`config.mk`:
```
export PLATFORM = sky130hd
export DESIGN_NAME = bus_sizing_master
export DESIGN_NICKNAME = d
export VERILOG_FILES = /design/src/core/bus_sizing_pkg.sv /design/src/core/ack_sync.sv /design/src/core/bus_sizing_master.sv
export SDC_FILE = /design/constraint.sdc
export NUM_CORES = 1
export LEC_CHECK = 0
export BUFFER_PORTS_ARGS = -buffer_cell sky130_fd_sc_hd__buf_4
export CORE_ASPECT_RATIO = 1.4
export CORE_MARGIN = 1.5
export CORE_UTILIZATION = 59
export DETAILED_ROUTE_END_ITERATION = 16
export GPL_TIMING_DRIVEN = 0
export PLACE_DENSITY = 0.86
export SLEW_MARGIN = 40
export SYNTH_ARGS = -nofsm -noshare
export SYNTH_HDL_FRONTEND = slang
export SYNTH_HIERARCHICAL = 1
export SYNTH_SLANG_ARGS = --single-unit
export TNS_END_PERCENT = 30
```
`constraint.sdc`:
```
create_clock -name clock_in -period 4.8 [get_ports clock_in]
set_input_delay 0.48 -clock clock_in [delete_from_list [all_inputs] [get_ports clock_in]]
set_output_delay 0.48 -clock clock_in [all_outputs]
set_load 0.005 [all_outputs]
```
`src/core/bus_sizing_pkg.sv`:
```
// Constants and types for the dynamic bus sizing operand steering block
// Functional notes
// Bytes sent most significant first
// Present address, size, space, direction at start
// Byte port acks 10, upper lane
// Halfword port even byte: upper lane, ack 01
// Odd byte from halfword port: lower lane
// Byte port reads: capture upper lane only
// Byte writes replicate onto both lanes
// Byte port stores upper lane, then acks
// Odd halfword write takes lower lane
// Byte-writable halfword memory uses two banks
// Byte port ignores address LSB
// After byte ack: count down, address up
// Word write to byte port: shift low byte up
// Aligned long to halfword continues as word
// Long to byte port: three-byte, word, byte
// Three-byte size only as intermediate cycle
// Misaligned word to halfword: lower lane first
// Misaligned long splits into two words
// Misaligned word to byte port: both lanes
// Surplus write lanes; ignore unused read lanes
// Acknowledge lines active low
// No ack: wait states, keep sampling
// Partner releases within one clock after strobes
`default_nettype none
package bus_sizing_pkg;
   // Transfer size codes
   localparam logic [1:0] SIZE_LONG  = 2'h0;
   localparam logic [1:0] SIZE_BYTE  = 2'h1;
   localparam logic [1:0] SIZE_WORD  = 2'h2;
   localparam logic [1:0] SIZE_THREE = 2'h3;
   // Acknowledge pair values, active low
   localparam logic [1:0] ACK_NONE   = 2'h3;
   localparam logic [1:0] ACK_BYTE   = 2'h2;
   localparam logic [1:0] ACK_HALF   = 2'h1;
   // Reset values
   localparam logic [23:0] ADDR_RST  = 24'h000000;
   localparam logic [31:0] DATA_RST  = 32'h00000000;
   localparam logic [2:0]  CNT_RST   = 3'h0;
   // Bus sequencer states
   typedef enum logic [1:0] {
      ST_IDLE  = 2'b00,
      ST_ADDR  = 2'b01,
      ST_WAIT  = 2'b10,
      ST_END   = 2'b11
   } bus_state_t;
endpackage
`default_nettype wire

```
`src/core/ack_sync.sv`:
```
// Three-stage synchroniser for the acknowledge pair
`timescale 1ns/1ps
`default_nettype none
module ack_sync
   import bus_sizing_pkg::*;
(
   // Clock and reset
   input  wire logic       clock_in,
   input  wire logic       rst_b_in,
   // Raw pins and agreed result
   input  wire logic [1:0] raw_in,
   output logic      [1:0] stable_out
);
   typedef struct packed {
      logic [1:0] s1;   // First stage, read only by s2
      logic [1:0] s2;   // Second stage
      logic [1:0] s3;   // Third stage
      logic [1:0] agreed; // Value once s2 and s3 agree
   } sync_t;
   sync_t st_r;   // Registered state
   sync_t st_nxt; // Next state

   // Shift and accept a change only when two late stages match
   always_comb begin
      st_nxt    = st_r;
      st_nxt.s1 = raw_in;
      st_nxt.s2 = st_r.s1;
      st_nxt.s3 = st_r.s2;
      if (st_r.s2 == st_r.s3) begin
         st_nxt.agreed = st_r.s3;
      end
   end

   // Idle is negated, so reset to all ones
   always_ff @(posedge clock_in or negedge rst_b_in) begin
      if (!rst_b_in) begin
         st_r <= '{ACK_NONE, ACK_NONE, ACK_NONE, ACK_NONE};
      end else begin
         st_r <= st_nxt;
      end
   end

   assign stable_out = st_r.agreed;
endmodule
`default_nettype wire

```
`src/core/bus_sizing_master.sv`:
```
// Operand steering and dynamic bus sizing master
`timescale 1ns/1ps
`default_nettype none
module bus_sizing_master
   import bus_sizing_pkg::*;
(
   // Clock and reset
   input  wire logic        clock_in,
   input  wire logic        rst_b_in,
   // Core request side
   input  wire logic        req_valid_in,
   output logic             req_ready_out,
   input  wire logic [23:0] req_addr_in,
   input  wire logic [1:0]  req_size_in,
   input  wire logic        req_write_in,
   input  wire logic [2:0]  req_space_in,
   input  wire logic [31:0] req_wdata_in,
   output logic             done_out,
   output logic [31:0]      rdata_out,
   // External bus
   output logic [23:0]      addr_out,
   output logic [1:0]       transfer_size_code_out,
   output logic [2:0]       access_space_code_out,
   output logic             read_not_write_out,
   output logic             address_strobe_b_out,
   output logic             data_strobe_b_out,
   output logic [15:0]      data_out,
   output logic             data_oe_out,
   input  wire logic [15:0] data_in,
   input  wire logic [1:0]  port_width_ack_pair_in
);
   typedef struct packed {
      bus_state_t  state;  // Sequencer state
      logic [23:0] addr;   // Current byte address
      logic [2:0]  left;   // Bytes still to move
      logic        write;  // Direction of operation
      logic [2:0]  space;  // Access space
      logic [31:0] wbuf;   // Write bytes, next one in [31:24]
      logic [31:0] rbuf;   // Read bytes gathered, shifted in
      logic        done;   // One-cycle completion pulse
      logic [31:0] rdata;  // Result word
      logic        split;  // Misaligned long, second word pending
   } mst_t;
   mst_t st_r;   // Registered state
   mst_t st_nxt; // Next state

   // Flow of one request: the request is taken while idle, then each bus
   // cycle runs address set-up, a strobed wait that lasts until the
   // synchronised acknowledge shows, and an end phase with the strobes
   // negated. The end phase also waits for the partner to negate its
   // acknowledge, so a slow release is never mistaken for the answer to
   // the next cycle. The remaining-byte count picks the size code of each
   // cycle, and the width of the answering port picks how many bytes the
   // cycle moved. Write bytes sit left-justified in a shift buffer so the
   // next byte to go out is always in the top byte; read bytes shift in
   // from the bottom so the result ends up right-justified.

   logic [1:0] ack_sync; // Synchronised acknowledge pair

   // Acknowledge pins come from the partner, so synchronise them
   // Three flops plus an agreement stage: an answer is seen about
   // four cycles after it appears on the pins
   ack_sync u_ack_sync (
      .clock_in   (clock_in),
      .rst_b_in   (rst_b_in),
      .raw_in     (port_width_ack_pair_in),
      .stable_out (ack_sync)
   );

   // Size code for a byte count; three is only reached mid-transfer
   function automatic logic [1:0] size_of(input logic [2:0] n);
      case (n)
         3'h1:    size_of = SIZE_BYTE;
         3'h2:    size_of = SIZE_WORD;
         3'h3:    size_of = SIZE_THREE;
         // Four or more bytes left codes as a long word
         default: size_of = SIZE_LONG;
      endcase
   endfunction

   // Byte count for an initial request size
   function automatic logic [2:0] count_of(input logic [1:0] s);
      case (s)
         SIZE_BYTE: count_of = 3'h1;
         SIZE_WORD: count_of = 3'h2;
         // Requests never start as three bytes
         default:   count_of = 3'h4;
      endcase
   endfunction

   // Per-cycle decode, all combinational from registered state
   logic       half_ack; // Halfword acknowledge seen
   logic       byte_ack; // Byte acknowledge seen
   logic       any_ack;  // Either line asserted
   logic [2:0] moved;    // Bytes taken this cycle
   logic [2:0] cyc_cnt;  // Bytes requested this cycle

   // Decode the acknowledge pair, active low lines
   always_comb begin
      half_ack = ~ack_sync[1];
      byte_ack = ~ack_sync[0];
      any_ack  = half_ack | byte_ack;
      // A misaligned long is issued as two misaligned words. While the
      // first word is open only its own bytes count, so after the odd
      // first byte the next cycle is a lone even byte.
      if (st_r.split && st_r.left > 3'h2) begin
         cyc_cnt = st_r.left - 3'h2;
      end else begin
         cyc_cnt = st_r.left;
      end
      if (half_ack && !st_r.addr[0] && cyc_cnt >= 3'h2) begin
         moved = 3'h2;
      end else begin
         moved = 3'h1;
      end
   end

   // Sequencer: steer bytes, sample acknowledge, split cycles
   always_comb begin
      st_nxt      = st_r;
      st_nxt.done = 1'b0;
      case (st_r.state)
         // Take a request only while idle; ready is high exactly then
         ST_IDLE: begin
            if (req_valid_in) begin
               st_nxt.state = ST_ADDR;
               st_nxt.addr  = req_addr_in;
               st_nxt.left  = count_of(req_size_in);
               st_nxt.write = req_write_in;
               st_nxt.space = req_space_in;
               st_nxt.rbuf  = DATA_RST;
               st_nxt.split = (req_size_in == SIZE_LONG) && req_addr_in[0];
               // Left-justify so the first byte is most significant
               case (req_size_in)
                  SIZE_BYTE: st_nxt.wbuf = {req_wdata_in[7:0], 24'h000000};
                  SIZE_WORD: st_nxt.wbuf = {req_wdata_in[15:0], 16'h0000};
                  default:   st_nxt.wbuf = req_wdata_in;
               endcase
            end
         end
         // Address, size and space settle one cycle before the strobes
         ST_ADDR: begin
            st_nxt.state = ST_WAIT;
         end
         ST_WAIT: begin
            // Hold here as wait states until a line asserts
            // Read data is taken with the acknowledge it rides on
            if (any_ack) begin
               st_nxt.state = ST_END;
               if (!st_r.write) begin
                  if (moved == 3'h2) begin
                     st_nxt.rbuf = {st_r.rbuf[15:0], data_in};
                  end else if (half_ack && st_r.addr[0]) begin
                     st_nxt.rbuf = {st_r.rbuf[23:0], data_in[7:0]};
                  end else begin
                     // Byte port or even byte: upper lane only
                     st_nxt.rbuf = {st_r.rbuf[23:0], data_in[15:8]};
                  end
               end
               st_nxt.left = st_r.left - moved;
               st_nxt.addr = st_r.addr + 24'(moved);
               // Write buffer moves up by the bytes just taken
               if (moved == 3'h2) begin
                  st_nxt.wbuf = {st_r.wbuf[15:0], 16'h0000};
               end else begin
                  st_nxt.wbuf = {st_r.wbuf[23:0], 8'h00};
               end
               if (st_r.split && st_r.left == 3'h3) begin
                  st_nxt.split = 1'b0;
               end
            end
         end
         ST_END: begin
            // Strobes negated; wait for the partner to release
            // A finished request pulses done once and returns to idle
            if (!any_ack) begin
               if (st_r.left == CNT_RST) begin
                  st_nxt.state = ST_IDLE;
                  st_nxt.done  = 1'b1;
                  st_nxt.rdata = st_r.rbuf;
               end else begin
                  st_nxt.state = ST_ADDR;
               end
            end
         end
         default: begin
            st_nxt.state = ST_IDLE;
         end
      endcase
   end

   // State register; reset gives an idle bus with strobes negated
   // The acknowledge synchroniser resets to the negated level as well
   always_ff @(posedge clock_in or negedge rst_b_in) begin
      if (!rst_b_in) begin
         st_r <= '{ST_IDLE, ADDR_RST, CNT_RST, 1'b0, 3'h0,
                   DATA_RST, DATA_RST, 1'b0, DATA_RST, 1'b0};
      end else begin
         st_r <= st_nxt;
      end
   end

   // Bus outputs follow state; strobes only between address and end
   always_comb begin
      req_ready_out          = (st_r.state == ST_IDLE);
      done_out               = st_r.done;
      rdata_out              = st_r.rdata;
      addr_out               = st_r.addr;
      transfer_size_code_out = size_of(cyc_cnt);
      access_space_code_out  = st_r.space;
      read_not_write_out     = ~st_r.write;
      address_strobe_b_out   = ~(st_r.state == ST_WAIT);
      data_strobe_b_out      = ~(st_r.state == ST_WAIT);
      data_oe_out            = st_r.write && (st_r.state != ST_IDLE);
      // Lanes: a single byte, or any cycle at an odd address, puts the
      // same byte on both lanes so a port of either width finds it; an
      // even multi-byte cycle puts the next two bytes on the two lanes.
      if (cyc_cnt == 3'h1 || st_r.addr[0]) begin
         data_out = {st_r.wbuf[31:24], st_r.wbuf[31:24]};
      end else begin
         data_out = st_r.wbuf[31:16];
      end
   end
endmodule
`default_nettype wire

```
==> reports/qor.csv <==
metric;value;unit
status;completed;
most common cell after layout, fill and taps aside;buf_4;
unrepaired setup endpoints after global routing;false;
mapped cell area;7660;um2
maximum root-to-sink buffer count;2;
Startpoint Class;flip-flop;
first-pass GRT wire length;33600;um
vias in the first global route;6810;
async set or reset register ratio after synthesis;100;%
Yosys reg bits;139;
MaxCap Viol Count;0;
post-place setup slack;1020;ps
Post-Synth XOR/XNOR Area;0.343;%
Synth Area in Compound Gates;15.9;%
Mapped Cells;776;
Core Region;12800;um2
post-synthesis mux area share;13.7;%
Worst slew margin;54.0;%
WL/cell;19.1;um
most frequent cells in the layout;236 x buf_4, 131 x dfrtp_1, 99 x nand2_1;
# port buffers;165;
worst setup path category;reg -> reg;
Antenna Diode Count;0;
Post-Route WL;21500;um
fin. max-slew vios;0;
Yosys cell types;62;
Worst-Skew Late Latency;430;ps
Lkg Pwr;0.00479;uW
proportion of layout cells with a drive suffix above 1;36.3;%
main combinational cell family by area after synthesis;compound AO/OA/AOI/OAI gates;
pin count of the biggest net entering global routing;55;
Synth Flop Type;dfrtp_1;
minimum clock period;3920;ps
drt pass-1 iters;6;
fillcell total;894;
clk sinks;139;
antenna violations before repair;0;
CTS tree;built;
critical-path cell list;buf_6, inv_1, ha_1, nand3b_1, o211ai_4, buf_6, buf_4, inv_1, ha_1, a21oi_1, nor3_1, nand4_1, or4_1, nand4_1;
Final Cell Area;9750;um2
final hold vios;0;
remaining antenna violation count after routing;0;
CTS buffer count;17;
H-tree level count;4;
Layout Skew;10.5;ps
Crit Path Max Fanout;11;
crit-path leading delay family;simple AND/OR/NAND/NOR gates;
Data arrival, critical path;4290;ps
RD Place Congestion;0.948;
Die Width;99.3;um
post-synth top area share;42.8;%
critical path endpoint category;flip-flop;
yosys warns;6;
Least-Margin Pin Slew;690;ps
setup TNS;0;ps
# IOs;166;
sequential fraction of the synthesis area;45.5;%
Core Rows;49;
Final HPWL DP;15200;um
Fmax achieved;255;MHz
layout net count;1058;
cell taking the most area after synthesis;dfrtp_1;
Final Setup Violations;0;
crit-path max cell delay;530;ps
total number of vias;6861;
Synth Area in Simple Gates;11.9;%
Starting DRT DRC Count;614;
synth-to-layout area growth;27.2;%
Post-Syn Nets;871;
setup ws final;878;ps
Remaining DRCs;0;
starting density of the core;60.1;%
ranking of synthesized cells by area;dfrtp_1 43%, mux2_2 7.2%, buf_4 7.1%, nand2_1 4.8%, mux2i_1 4.7%;
PD cells;651;nW/um2
HP Class;in -> reg;
Tcrit/Tclk final;81.7;%
Worst-path clk slew;60;ps
Die ar.;13700;um2
All-Layer GR Usage;31.7;%
Crit path required time;5160;ps
Avg Inst Size Synth;9.88;um2
CTS Root Cell;clkbuf_16;
Die H;138;um
Worst VDD drop;0.421;mV
gr ovfl total;0;
post-synthesis adder-cell area fraction;2.06;%
Vias/cell;6.08;
cell area after placement;9160;um2
CTS resizes;0;
number of synthesized flops with an enable pin;0;
Buf+Inv Stages, Crit Path;5;
CP max stage cell;or4_1;
==> metal layers <==
| layer | GRT usage (%) | vias up | share of wire, % |
|---|---|---|---|
| met2 | 55.9 | 408 | 52 |
| li1 | - | 3081 | - |
| met5 | 0 | - | 0 |
| met3 | 7.06 | 80 | 8.0 |
| met1 | 37.1 | 3292 | 37 |
| met4 | 14.0 | 0 | 3.4 |
==> repair_timing <==
| action | 4_1_cts | 5_1_grt |
|---|---|---|
| endpoints found under the setup margin | 0 | 0 |
| hold buffers | 1 | 0 |
| hold endpoints to repair | 34 | 0 |
| setup buffers | 0 | 0 |
==> cells by family (layout without fill, tap and decap cells) <==
group / Yosys count / count (layout)
and+or+nand+nor: 202 / 202
AOI/OAI and AO/OA: 192 / 192
DFF: 139 / 139
buffers and inverters: 132 / 332
muxes: 96 / 96
adders and majority gates: 12 / 12
xor gates and xnor gates: 3 / 3
==> power by group <==
| part | internal [uW] | switching [uW] |
|---|---|---|
| clock | 733 | 574 |
| combinational | 1450 | 1590 |
| sequential | 1600 | 401 |
| total | 3780 | 2560 |
==> final cells by class <==
class	count	area (um2)	area share, %
sequential	139	3490	35.8
multi-input combinational	505	3360	34.5
timing repair buffer	168	1310	13.4
buffer	118	762	7.82
clock buffer	17	425	4.36
tap	153	191	1.96
clock inverter	15	156	1.60
inverter	14	52.6	0.539
==> final timing paths <==
path	from	endpoint	slack, ps	cells past startpoint
max reg2reg	st_r[104]$_DFFE_PN0P_	addr_out[23]$_DFFE_PN0P_	880	14
min reg2reg	u_ack_sync/st_nxt[5]$_DFF_PN1_	u_ack_sync/st_nxt[3]$_DFF_PN1_	360	0
max	st_r[104]$_DFFE_PN0P_	addr_out[23]$_DFFE_PN0P_	880	14
min	port_width_ack_pair_in[1]	u_ack_sync/st_nxt[5]$_DFF_PN1_	160	1
min in group asynchronous	rst_b_in	rdata_out[31]$_DFFE_PN0P_	520	2
max in group asynchronous	rst_b_in	u_ack_sync/st_r[2]$_DFF_PN1_	3670	3
==> Yosys cell counts, types with 3 or more instances <==
master    instances
buf_6             5
buf_1             6
o211ai_1          3
nand3_1          24
mux2i_1          36
mux2_1           10
a21oi_1          37
dfstp_2           8
dfrtp_1         131
buf_2             8
o21ai_1          33
a211oi_1          9
o22ai_1           5
o21ai_0          41
a22oi_1          11
ha_1             11
mux2_2           49
inv_1            14
nor2_1           44
a221oi_1          9
buf_4            72
a32oi_1          12
a31oi_1           7
nand4_1          10
nand2_1          99
xor2_1            3
clkbuf_1         26
and3_1            5
o31ai_1           5
==> sequential cells by signal, indices dropped and copies added, names as in the netlist <==
name and cells:
rdata_out 32, u_ack_sync/st_nxt 4, st_r 71, u_ack_sync/st_r 2, u_ack_sync/stable_out 2, access_space_code_out 3, addr_out 24, done_out 1
==> through the flow <==
stage / utilization, % / hold slack (ps) / instances / power [uW]
final: 76.5 / 157 / 1129 / 6340
after global routing: 76.5 / 152 / 1129 / 6690
after CTS: 76.5 / 152 / 1129 / 6290
after detailed placement: 71.8 / 347 / 1096 / 4970
after global placement: 71.3 / 346 / 1094 / 4860
after floorplan: - / 184 / 776 / 3780
Note: power is estimated with default switching activity, not from simulation.
